### config.mk
export PLATFORM = sky130hd
export DESIGN_NAME = stt_sense_trim_regs
export DESIGN_NICKNAME = d
export VERILOG_FILES = /design/src/rtl/stt_pkg.sv /design/src/rtl/stt_sync.sv /design/src/rtl/stt_irq.sv /design/src/rtl/stt_sense_trim_regs.sv
export SDC_FILE = /design/constraint.sdc
export NUM_CORES = 1
export LEC_CHECK = 0
export BUFFER_PORTS_ARGS = -buffer_cell sky130_fd_sc_hd__buf_2
export CORE_UTILIZATION = 55
export CTS_BUF_LIST = sky130_fd_sc_hd__clkbuf_2 sky130_fd_sc_hd__clkbuf_4 sky130_fd_sc_hd__clkbuf_8
export DETAILED_ROUTE_END_ITERATION = 7
export PLACE_DENSITY_LB_ADDON = 0.05
export SETUP_SLACK_MARGIN = 0.02
export SYNTH_ARGS = -nofsm -noshare
export SYNTH_HDL_FRONTEND = slang
export SYNTH_SLANG_ARGS = --single-unit
export TNS_END_PERCENT = 50
### constraint.sdc
create_clock -name pclk -period 4.6 [get_ports pclk]
set_input_delay 0.92 -clock pclk [delete_from_list [all_inputs] [get_ports pclk]]
set_output_delay 0.92 -clock pclk [all_outputs]
set_load 0.01 [all_outputs]
### src/rtl/stt_pkg.sv
// Constants, types and helpers for the sense and trim register bank
//
// Contract
// - Control bit 7 switches shunt amplifier on
// - Control bit 3 disables charge compensation
// - Gain code selects 7 to 36 gain
// - Offsets decode from blocking and non-blocking bases
// - Shunt amplifier output feeds converter channel 9
// - Temperature signal feeds converter channel 11
// - Sleep reference measurable on converter channel 14
// - Battery input to converter and interrupt
// - Internal supply signal routable to converter
// - Trim registers retain contents in low power
// - Reset restores trim registers zero and one
// - Locked trim register two survives reset
// - Trim enable bits gate their trim values
// - Locked analog trim ignores writes until power-down
`default_nettype none
package stt_pkg;

	// Word indices; byte address is four times the index
	localparam logic [9:0] BASE_BLK = 10'h200;
	localparam logic [9:0] BASE_NB = 10'h300;
	localparam logic [7:0] IDX_CSC = 8'h3c;
	localparam logic [7:0] IDX_TRIM0 = 8'hf0;
	localparam logic [7:0] IDX_TRIM1 = 8'hf1;
	localparam logic [7:0] IDX_TRIM2 = 8'hf2;
	localparam logic [7:0] IDX_TRIM3 = 8'hf3;
	localparam logic [7:0] IDX_IRQ_STAT = 8'h40;
	localparam logic [7:0] IDX_IRQ_EN = 8'h41;
	localparam logic [7:0] IDX_IRQ_CLR = 8'h42;

	// Field positions
	localparam int CSC_ON = 7;
	localparam int CSC_COMP_OFF = 3;
	localparam logic [7:0] CSC_MASK = 8'h8f;
	localparam int T2_EN = 4;
	localparam int T2_LOCK = 3;
	localparam logic [7:0] T2_MASK = 8'h1f;

	// Reset values
	localparam logic [7:0] CSC_RST = 8'h00;
	localparam logic [7:0] TRIM_RST = 8'h00;

	// Converter channels
	localparam logic [3:0] CH_SHUNT = 4'h9;
	localparam logic [3:0] CH_BATT = 4'ha;
	localparam logic [3:0] CH_TEMP = 4'hb;
	localparam logic [3:0] CH_SUPPLY = 4'hc;
	localparam logic [3:0] CH_SLEEP_REF = 4'he;

	// Interrupt status bits
	localparam int IRQ_N = 2;
	localparam int EV_LOW_BATT = 0;
	localparam int EV_LOCK_REFUSE = 1;

	typedef enum logic [1:0] {
		ST_IDLE = 2'b00,
		ST_WAIT = 2'b01,
		ST_ACC = 2'b11
	} stt_apb_e;

	// Switch enables of the converter input multiplexer
	typedef struct packed {
		logic shunt;
		logic battery;
		logic temp;
		logic supply;
		logic sleep_ref;
	} stt_route_s;

	// Effective trim values after enable gating
	typedef struct packed {
		logic bus_slope;
		logic [2:0] dog_clock;
		logic [1:0] spare0;
		logic main_ref_up;
		logic main_ref_dn;
		logic spare1;
		logic [2:0] current_ref;
		logic [2:0] sleep_ref;
		logic [2:0] offset;
		logic [3:0] spare3;
	} stt_trim_s;

	// Amplifier gain for each code
	function automatic logic [5:0] gain_of(input logic [2:0] code);
		case (code)
			3'h0: gain_of = 6'h07;
			3'h1: gain_of = 6'h09;
			3'h2: gain_of = 6'h0a;
			3'h3: gain_of = 6'h0c;
			3'h4: gain_of = 6'h0e;
			3'h5: gain_of = 6'h12;
			3'h6: gain_of = 6'h18;
			default: gain_of = 6'h24;
		endcase
	endfunction

endpackage
`default_nettype wire

### src/rtl/stt_sync.sv
// Three-stage synchroniser with agreement filter
`timescale 1ns/1ns
`default_nettype none
module stt_sync (
	input wire logic pclk,
	input wire logic presetn,
	input wire logic async_in,
	output logic sync_out
);

	logic s1;
	logic s2;
	logic s3;

	// Shift chain; first stage read only by the second
	always_ff @(posedge pclk or negedge presetn) begin
		if (!presetn) begin
			s1 <= 1'b0;
			s2 <= 1'b0;
			s3 <= 1'b0;
		end else begin
			s1 <= async_in;
			s2 <= s1;
			s3 <= s2;
		end
	end

	// Output follows once stages two and three agree
	always_ff @(posedge pclk or negedge presetn) begin
		if (!presetn) begin
			sync_out <= 1'b0;
		end else if (s2 == s3) begin
			sync_out <= s3;
		end
	end

endmodule
`default_nettype wire

### src/rtl/stt_irq.sv
// Sticky interrupt status with enable and write-one-to-clear
`timescale 1ns/1ns
`default_nettype none
module stt_irq #(
	parameter int N = 2
) (
	input wire logic pclk,
	input wire logic presetn,
	input wire logic [N-1:0] evt,
	input wire logic en_wr,
	input wire logic clr_wr,
	input wire logic [N-1:0] wdata,
	output logic [N-1:0] status,
	output logic [N-1:0] enable,
	output logic irq
);

	// Status: a new event wins over a clear in the same cycle
	always_ff @(posedge pclk or negedge presetn) begin
		if (!presetn) begin
			status <= '0;
		end else begin
			status <= (status & ~(clr_wr ? wdata : '0)) | evt;
		end
	end

	// Enable mask
	always_ff @(posedge pclk or negedge presetn) begin
		if (!presetn) begin
			enable <= '0;
		end else if (en_wr) begin
			enable <= wdata;
		end
	end

	// Level interrupt
	always_ff @(posedge pclk or negedge presetn) begin
		if (!presetn) begin
			irq <= 1'b0;
		end else begin
			irq <= |(status & enable);
		end
	end
endmodule
`default_nettype wire

### src/rtl/stt_sense_trim_regs.sv
// Sense control, trim registers and converter routing behind APB
`timescale 1ns/1ns
`default_nettype none
module stt_sense_trim_regs (
	input wire logic pclk,
	input wire logic presetn,
	input wire logic por_n,
	input wire logic psel,
	input wire logic penable,
	input wire logic pwrite,
	input wire logic [11:0] paddr,
	input wire logic [31:0] pwdata,
	input wire logic [3:0] pstrb,
	output logic [31:0] prdata,
	output logic pready,
	output logic pslverr,
	input wire logic battery_level_input,
	input wire logic conv_sampling,
	input wire logic [3:0] conv_channel,
	output logic shunt_amp_on,
	output logic charge_comp_active,
	output logic [2:0] shunt_gain_code,
	output logic [5:0] shunt_gain,
	output stt_pkg::stt_route_s route,
	output stt_pkg::stt_trim_s trim_out,
	output logic low_battery_irq
);

	////////////////////////////////////////////////////////////////////
	// Address decode

	logic [9:0] idx;
	logic [7:0] off;
	logic in_blk;
	logic in_nb;
	logic mapped;
	logic setup;
	logic do_wr;
	logic wr_lane;

	assign idx = paddr[11:2];
	assign off = idx[7:0];
	// Two windows onto the same registers
	assign in_blk = idx[9:8] == stt_pkg::BASE_BLK[9:8];
	assign in_nb = idx[9:8] == stt_pkg::BASE_NB[9:8];
	assign setup = psel && !penable;
	assign wr_lane = pstrb[0];

	// Known register offsets with an aligned address
	always_comb begin
		mapped = 1'b0;
		if ((in_blk || in_nb) && paddr[1:0] == 2'h0) begin
			case (off)
				stt_pkg::IDX_CSC,
				stt_pkg::IDX_TRIM0,
				stt_pkg::IDX_TRIM1,
				stt_pkg::IDX_TRIM2,
				stt_pkg::IDX_TRIM3,
				stt_pkg::IDX_IRQ_STAT,
				stt_pkg::IDX_IRQ_EN,
				stt_pkg::IDX_IRQ_CLR: mapped = 1'b1;
				default: mapped = 1'b0;
			endcase
		end
	end

	////////////////////////////////////////////////////////////////////
	// APB handshake

	stt_pkg::stt_apb_e state;
	stt_pkg::stt_apb_e next_state;

	// Blocking window adds one wait state, non-blocking none
	always_comb begin
		case (state)
			stt_pkg::ST_IDLE: begin
				if (setup) begin
					next_state = in_blk ? stt_pkg::ST_WAIT : stt_pkg::ST_ACC;
				end else begin
					next_state = stt_pkg::ST_IDLE;
				end
			end
			stt_pkg::ST_WAIT: next_state = stt_pkg::ST_ACC;
			stt_pkg::ST_ACC: next_state = stt_pkg::ST_IDLE;
			default: next_state = stt_pkg::ST_IDLE;
		endcase
	end

	// State register
	always_ff @(posedge pclk or negedge presetn) begin
		if (!presetn) begin
			state <= stt_pkg::ST_IDLE;
		end else begin
			state <= next_state;
		end
	end

	// Ready and error are raised for the single completing cycle
	always_ff @(posedge pclk or negedge presetn) begin
		if (!presetn) begin
			pready <= 1'b0;
			pslverr <= 1'b0;
		end else begin
			pready <= next_state == stt_pkg::ST_ACC;
			pslverr <= (next_state == stt_pkg::ST_ACC) && !mapped;
		end
	end

	// Writes land at the completing edge only
	assign do_wr = psel && penable && pready && pwrite && mapped && wr_lane;

	////////////////////////////////////////////////////////////////////
	// Current-sense control

	logic [7:0] csc;

	// Only bits 7, 3 and 2:0 are storage
	always_ff @(posedge pclk or negedge presetn) begin
		if (!presetn) begin
			csc <= stt_pkg::CSC_RST;
		end else if (do_wr && off == stt_pkg::IDX_CSC) begin
			csc <= pwdata[7:0] & stt_pkg::CSC_MASK;
		end
	end

	// Amplifier controls
	always_ff @(posedge pclk or negedge presetn) begin
		if (!presetn) begin
			shunt_amp_on <= 1'b0;
			shunt_gain_code <= 3'h0;
			shunt_gain <= 6'h07;
			charge_comp_active <= 1'b0;
		end else begin
			shunt_amp_on <= csc[stt_pkg::CSC_ON];
			shunt_gain_code <= csc[2:0];
			shunt_gain <= stt_pkg::gain_of(csc[2:0]);
			// Compensation runs with each shunt sample while the amplifier is on and bit 3 is clear
			charge_comp_active <= csc[stt_pkg::CSC_ON]
				&& !csc[stt_pkg::CSC_COMP_OFF] && conv_sampling
				&& conv_channel == stt_pkg::CH_SHUNT;
		end
	end

	////////////////////////////////////////////////////////////////////
	// Converter input routing

	// One switch enable per internal source
	always_ff @(posedge pclk or negedge presetn) begin
		if (!presetn) begin
			route <= '0;
		end else begin
			route.shunt <= shunt_amp_on
				&& conv_channel == stt_pkg::CH_SHUNT;
			route.battery <= conv_channel == stt_pkg::CH_BATT;
			route.temp <= conv_channel == stt_pkg::CH_TEMP;
			route.supply <= conv_channel == stt_pkg::CH_SUPPLY;
			route.sleep_ref <= conv_channel == stt_pkg::CH_SLEEP_REF;
		end
	end

	////////////////////////////////////////////////////////////////////
	// Trim registers

	logic [7:0] trim0;
	logic [7:0] trim1;
	logic [7:0] trim3;
	logic [4:0] trim2;
	logic [2:0] sleep_analog;
	logic t2_locked;
	logic wr_trim2;

	assign t2_locked = trim2[stt_pkg::T2_LOCK];
	assign wr_trim2 = do_wr && off == stt_pkg::IDX_TRIM2;

	// No low-power clear path: contents are held while asleep
	always_ff @(posedge pclk or negedge presetn) begin
		if (!presetn) begin
			trim0 <= stt_pkg::TRIM_RST;
			trim1 <= stt_pkg::TRIM_RST;
			trim3 <= stt_pkg::TRIM_RST;
		end else if (do_wr) begin
			case (off)
				stt_pkg::IDX_TRIM0: trim0 <= pwdata[7:0];
				stt_pkg::IDX_TRIM1: trim1 <= pwdata[7:0];
				stt_pkg::IDX_TRIM3: trim3 <= pwdata[7:0];
				default: trim3 <= trim3;
			endcase
		end
	end

	// Digital copy: cleared at power-on, and by reset only when unlocked
	always_ff @(posedge pclk or negedge por_n) begin
		if (!por_n) begin
			trim2 <= 5'h00;
		end else if (!presetn) begin
			if (!t2_locked) begin
				trim2 <= 5'h00;
			end
		end else if (wr_trim2) begin
			if (t2_locked) begin
				trim2[stt_pkg::T2_EN] <= pwdata[stt_pkg::T2_EN];
			end else begin
				trim2 <= pwdata[4:0];
			end
		end
	end

	// Analog copy follows, takes the locking write, then holds
	always_ff @(posedge pclk or negedge por_n) begin
		if (!por_n) begin
			sleep_analog <= 3'h0;
		end else if (!t2_locked) begin
			sleep_analog <= wr_trim2 ? pwdata[2:0] : trim2[2:0];
		end
	end

	// Effective trims, each gated by its enable
	always_ff @(posedge pclk or negedge presetn) begin
		if (!presetn) begin
			trim_out <= '0;
		end else begin
			trim_out.bus_slope <= trim0[7] & trim0[6];
			trim_out.dog_clock <= trim0[5] ? trim0[2:0] : 3'h0;
			trim_out.spare0 <= trim0[4:3];
			trim_out.main_ref_up <= trim1[7] & trim1[5];
			trim_out.main_ref_dn <= trim1[7] & trim1[4];
			trim_out.spare1 <= trim1[6];
			trim_out.current_ref <= trim1[3] ? trim1[2:0] : 3'h0;
			trim_out.sleep_ref <= trim2[stt_pkg::T2_EN] ?
				sleep_analog : 3'h0;
			trim_out.offset <= trim3[7] ? trim3[6:4] : 3'h0;
			trim_out.spare3 <= trim3[3:0];
		end
	end

	////////////////////////////////////////////////////////////////////
	// Battery alert and interrupts

	logic batt_low;
	logic batt_low_d;
	logic [stt_pkg::IRQ_N-1:0] events;
	logic [stt_pkg::IRQ_N-1:0] irq_status;
	logic [stt_pkg::IRQ_N-1:0] irq_enable;
	logic irq_level;

	stt_sync u_batt_sync (
		.pclk(pclk),
		.presetn(presetn),
		.async_in(battery_level_input),
		.sync_out(batt_low)
	);

	// Edge detector on the filtered level
	always_ff @(posedge pclk or negedge presetn) begin
		if (!presetn) begin
			batt_low_d <= 1'b0;
		end else begin
			batt_low_d <= batt_low;
		end
	end

	// Event vector: low battery and refused locked write
	always_comb begin
		events = '0;
		events[stt_pkg::EV_LOW_BATT] = batt_low && !batt_low_d;
		events[stt_pkg::EV_LOCK_REFUSE] = wr_trim2 && t2_locked
			&& pwdata[2:0] != trim2[2:0];
	end

	stt_irq #(
		.N(stt_pkg::IRQ_N)
	) u_irq (
		.pclk(pclk),
		.presetn(presetn),
		.evt(events),
		.en_wr(do_wr && off == stt_pkg::IDX_IRQ_EN),
		.clr_wr(do_wr && off == stt_pkg::IDX_IRQ_CLR),
		.wdata(pwdata[stt_pkg::IRQ_N-1:0]),
		.status(irq_status),
		.enable(irq_enable),
		.irq(irq_level)
	);

	// Output flop for the interrupt line
	always_ff @(posedge pclk or negedge presetn) begin
		if (!presetn) begin
			low_battery_irq <= 1'b0;
		end else begin
			low_battery_irq <= irq_level;
		end
	end

	////////////////////////////////////////////////////////////////////
	// Read data

	logic [31:0] next_rdata;

	// Narrow registers sit in the low bits, rest reads zero
	always_comb begin
		next_rdata = 32'h0000_0000;
		case (off)
			stt_pkg::IDX_CSC: next_rdata[7:0] = csc;
			stt_pkg::IDX_TRIM0: next_rdata[7:0] = trim0;
			stt_pkg::IDX_TRIM1: next_rdata[7:0] = trim1;
			stt_pkg::IDX_TRIM2: next_rdata[4:0] = trim2;
			stt_pkg::IDX_TRIM3: next_rdata[7:0] = trim3;
			stt_pkg::IDX_IRQ_STAT: next_rdata[1:0] = irq_status;
			stt_pkg::IDX_IRQ_EN: next_rdata[1:0] = irq_enable;
			default: next_rdata = 32'h0000_0000;
		endcase
		if (!mapped || pwrite) begin
			next_rdata = 32'h0000_0000;
		end
	end

	// Data captured as the answer is raised
	always_ff @(posedge pclk or negedge presetn) begin
		if (!presetn) begin
			prdata <= 32'h0000_0000;
		end else if (next_state == stt_pkg::ST_ACC) begin
			prdata <= next_rdata;
		end else begin
			prdata <= 32'h0000_0000;
		end
	end
endmodule
`default_nettype wire

Word-level counts from Yosys, hierarchy flattened:

Index checks and enable logic that the tools add are counted.

* register bits: 122
* output and inout port bits: 73
* logic and storage cells: 131

* eq/ne operators: 28
* multiplexer cells: 21
* bitwise gates (word level): 7
* reduce and logical (&&, ||, !) cells: 35

Operator list (count)
* case mux 6 bit (7 select lines): 1
* == test 8 bit, second input constant: 4
* two-way mux 32 bit: 1
* == test 8 x 7 -> 1 bit, second input constant: 3
* == test 4 bit, second input constant: 5
* logical AND 1 bit: 19
* two-way mux 3 bit: 5
* two-way mux 5 bit: 3
* case mux 3 bit (5 select lines): 1
* case mux 2 bit (7 select lines): 1
* case mux 3 bit (4 select lines): 1
* == test 3 bit, second input constant: 3
* == test 8 x 6 -> 1 bit, second input constant: 1
* two-way mux 8 bit: 1
* AND reduction 2 bit: 4
* OR reduction 8 bit: 1
* == test 2 bit, second input constant: 3
* == test 3 x 2 -> 1 bit, second input constant: 2
* two-way mux 2 bit: 3
* AND 2 bit: 2
* zero test 1 bit: 4
* zero test 2 bit: 2
* two-way mux 4 bit: 1
* != test 2 bit, second input constant: 2
* 14 further kinds: 18

Logic depth before layout (Yosys ltp):

* word-level depth: 11
* depth in mapped cells: 6
* gate-level depth less buffers: 4

Modules after synthesis:

From an unflattened synthesis, not the netlist that was laid out.

* cell total of the unflattened synthesis: 325
* area total of the unflattened synthesis: 4112.7 µm²

Modules (own cells, without submodules)
* stt_sense_trim_regs: times used 1, cells each 308, area each 3814.9 µm²
* stt_irq: times used 1, cells each 12, area each 186.4 µm²
* stt_sync: times used 1, cells each 5, area each 111.4 µm²

Worst setup path after synthesis:

No wires, ideal clock.

* path kind: input port to flip-flop
* start point: in paddr[5]
* end point: reg trim0[0]
* setup time: 125 ps
* arrival: 2276 ps
* data required time: 4475 ps
* setup slack: 2198 ps
* cell stages on the path: 6
* buffers on the path: 2
* cells stage by stage: and4bb_1 buf_4 nand3_4 or4_4 buf_6 mux2_4

* longest elaborated chain between the ends: 7
* elaborated cells on any way between the ends: 14
* those cells by class: eq/ne: 8; mux: 2; reduce/logical: 4

RTL lines
* from (decl): RTL line stt_sense_trim_regs.sv:11 `input wire logic [11:0] paddr,`
* == test 8 x 6 -> 1 bit (tied with other cells): RTL line stt_sense_trim_regs.sv:53 `case (off)`
* OR reduction 8 bit: RTL line stt_sense_trim_regs.sv:53
* two-way mux 1 bit: RTL line stt_sense_trim_regs.sv:53
* two-way mux 1 bit: RTL line stt_sense_trim_regs.sv:52 `if ((in_blk || in_nb) && paddr[1:0] == 2'h0) begin`
* logical AND 1 bit (2 in series): RTL line stt_sense_trim_regs.sv:110 `assign do_wr = psel && penable && pready && pwrite && mapped && wr_lane;`
* AND reduction 2 bit (no source line) *
* to (signal assigned): RTL line stt_sense_trim_regs.sv:178 `trim0 <= stt_pkg::TRIM_RST;`
* to (signal assigned): RTL line stt_sense_trim_regs.sv:183 `stt_pkg::IDX_TRIM0: trim0 <= pwdata[7:0];`
* to (decl): RTL line stt_sense_trim_regs.sv:164 `logic [7:0] trim0;`

Every way passes the cells marked *; elsewhere a longest branch is shown, timed or not.
A chain may end at the register's enable or synchronous reset.

Worst setup path after layout:

* start point: in paddr[5]
* end point: reg trim3[4]

* longest elaborated chain between the ends: 7
* elaborated cells on any way between the ends: 14
* those cells by class: eq/ne: 8; mux: 2; reduce/logical: 4

RTL lines
* == test 8 x 6 -> 1 bit (tied with other cells): RTL line stt_sense_trim_regs.sv:53
* OR reduction 8 bit: RTL line stt_sense_trim_regs.sv:53
* two-way mux 1 bit: RTL line stt_sense_trim_regs.sv:53
* two-way mux 1 bit: RTL line stt_sense_trim_regs.sv:52
* logical AND 1 bit (2 in series): RTL line stt_sense_trim_regs.sv:110
* AND reduction 2 bit (no source line) *
* to (signal assigned): RTL line stt_sense_trim_regs.sv:180 `trim3 <= stt_pkg::TRIM_RST;`
* to (signal assigned): RTL line stt_sense_trim_regs.sv:185 `stt_pkg::IDX_TRIM3: trim3 <= pwdata[7:0];`
* to (signal assigned): RTL line stt_sense_trim_regs.sv:186 `default: trim3 <= trim3;`
* to (decl): RTL line stt_sense_trim_regs.sv:166 `logic [7:0] trim3;`

Marked as above.

==> results.md <==
- Status: finished clean
- Via density: 5.09
- Vias in the first global route: 2265
- Req. time, crit path: 4860 ps
- Total CTS buffers: 9
- DR vias: 2541
- Drt wl/cell: 15.6 um
- Metal-1 WL: 3680 um
- Asr flop ratio synth: 1.00
- Hold Buf Count CTS: 0
- Fin crit share: 0.565
- CTS tree: done
- Clock transition at the registers of the reported paths: 90 ps
- Top Metal Used: met4
- WHS: 371 ps
- Initial Util: 0.570
- R2R depth: 4
- Leak Pwr: 2.45 nW
- Io pins: 133
- Seq/Total Area, Yosys: 0.594
- Core Rows: 31
- Synth-to-Final Area Change: 14.4%
- Footprint of the multi-input gates: 1490 um2
- Met3 WL: 372 um
- Worst-margin pin slew: 712 ps
- Fmax: 385 MHz
- GPL Wtd Cong: 0.804
- Internal: 1.18 mW
- Root Buffer: clkbuf_8
- Sw Share: 0.248
- Total negative slack: 0 ps
- DRT iter0 DRCs: 114
- Register area: 2460 um2
- CTS max path bufs: 2
- Mean Syn Cell Area: 13.2 um2
- Critical Path AT: 2860 ps
- Tmin final: 2600 ps
- Post-route ant nets: 0
- Die Y: 88.7 um
- Clock power frac: 0.354
- Mapped cell area: 4130 um2
- Most common cell after layout, fill and taps aside: dfrtp_1
- Final nets: 455
- CTS sink cnt: 98
- Max FO, Critical Path: 15
- Syn. warnings: 0
- CP Class: input pin to register
- Fillers: 573
- Die width: 88.7 um
- NetSw: 0.391 mW
- Layout cell share with drive strength beyond 1: 0.373
- Peak supply drop: 0.000180 V
- Cts repair resizes: 0
- Final HPWL DP: 5370 um
- Die ar.: 7870 um2
- Final wirelength: 7780 um
- Slew HR: 0.523
- Initial antenna violation count: 0
- Cells after Synth: 314
- Antenna Cells: 0
- Drc violations: 0
- Sequential share of power: 0.572
- Grt ovf: 0
- Number of synthesized flops with an enable pin: 0
- Total Routing Usage GR: 0.209
- Post-synth cell types: 48
- Power Density: 333 nW/um2
- Worst-skew pair later-pin latency: 370 ps
- Worst min path class: input pin to asynchronous set/reset pin
- Max Cap Violations: 0
- Routed wl met2: 3600 um
- CP endpoint kind: register
- Slew Limit Fails: 0
- Logic pwr share: 0.073
- Pin count of the biggest net entering global routing: 57
- Most frequent cells in the layout: 95 x dfrtp_1, 80 x buf_2, 29 x mux2_2
- Final setup fails: 0
- First-pass GRT wire length: 11900 um
- Final Hold Fails: 0
- Number of register bits inferred by synthesis: 98
- Postcts setup bufs: 0
- Ys flop type: dfrtp_1
- Type of origin of the critical path: input pin
- Clock Skew: 7.56 ps
- H-tree Lvls: 3
- Port-buffer cells: 81
- RSZ-0062 raised after global routing: false
- Core box area: 7250 um2
- Drt first pass iters: 4
==> registers in the layout (all words and copies together) (netlist names), 2 cells and up <==
register         cells
trim0                8
trim_out            22
state                2
trim3                8
trim1                8
prdata               8
shunt_gain           6
sleep_analog         3
route                5
csc                  5
u_irq.enable         2
trim2                5
shunt_gain_code      3
u_irq.status         2
==> layer usage <==
layer  vias up  track usage
met3         9       0.0485
met4         0       0.0792
met2        72        0.307
met5         -            0
met1      1232        0.303
li1       1228            -
==> critical path, cell delays in order <==
cell and delay [ps]:
buf_2 110, and4bb_1 520, nand3_4 240, nor3b_2 650, mux2_2 420
==> stage by stage <==
step / instance area (um2) / cells / setup WS [ps] / util / power, mW
after CTS: 4730 / 499 / 1970 / 0.652 / 1.58
after global routing: 4730 / 499 / 1860 / 0.652 / 1.63
after floorplan: 4220 / 337 / 2200 / - / 0.986
final: 4730 / 499 / 2000 / 0.652 / 1.57
after detailed placement: 4530 / 483 / 1590 / 0.624 / 1.03
after global placement: 4530 / 483 / 1560 / 0.624 / 1.03
==> cell families after synthesis <==
kind of cell	count (synthesis)	share of synthesized area
other	1	0.000907
AND/OR/NAND/NOR	80	0.131
adder cells (fa/ha/maj)	1	0.00242
AO/OA/AOI/OAI	39	0.0651
buffers and inverters	45	0.0657
flip-flops	98	0.594
multiplexers	46	0.132
XOR/XNOR	4	0.00848
==> layout make-up <==
class,instances,share of cell area
Clock buffer,10,0.0278
Timing Repair Buffer,83,0.0895
Tap cell,99,0.0262
Inverter,9,0.00715
Sequential cell,98,0.520
Multi-Input combinational cell,194,0.316
Clock inverter,6,0.0140
==> path summary, 6_finish.rpt <==
check	start	endpoint	slack (ps)
max	paddr[5]	trim3[4]	2000
min	por_n	trim2[4]	370
max reg2reg	pready	trim3[4]	2690
min reg2reg	u_batt_sync.s1	u_batt_sync.s2	370
max in group asynchronous	presetn	trim0[3]	3040
min in group pclk	u_batt_sync.s1	u_batt_sync.s2	370
==> power groups by stage <==
| stage | logic (mW) | registers, mW | clock network [mW] |
|---|---|---|---|
| 2_1_floorplan | 0.0655 | 0.920 | 0 |
| 3_3_place_gp | 0.115 | 0.918 | 0 |
| 3_5_place_dp | 0.116 | 0.916 | 0 |
| 4_1_cts | 0.117 | 0.901 | 0.565 |
| 5_1_grt | 0.128 | 0.904 | 0.600 |
| 6_report | 0.116 | 0.900 | 0.558 |
==> synthesized netlist by cell type, drive strengths merged (2+ instances only) <==
cell type,n,area (um2)
a22oi,12,90.1
and4bb,2,25.0
and4,3,26.3
nand4,2,12.5
and3,4,25.0
o21ai,6,30.0
mux2,39,477
buf,27,204
and2,18,113
nor4b,5,58.8
nor2b,4,25.0
o41ai,2,17.5
xor2,3,26.3
nor2,11,41.3
o32ai,2,17.5
dfstp,3,78.8
nand3,6,55.1
o21a,2,15.0
nor3,2,10.0
nor3b,4,40.0
dfrtp,95,2380
a21oi,3,15.0
inv,9,33.8
mux2i,7,70.1
o22ai,7,43.8
clkbuf,9,33.8
nand2,12,45.0
nand2b,2,12.5
(Power assumes the default switching activity.)
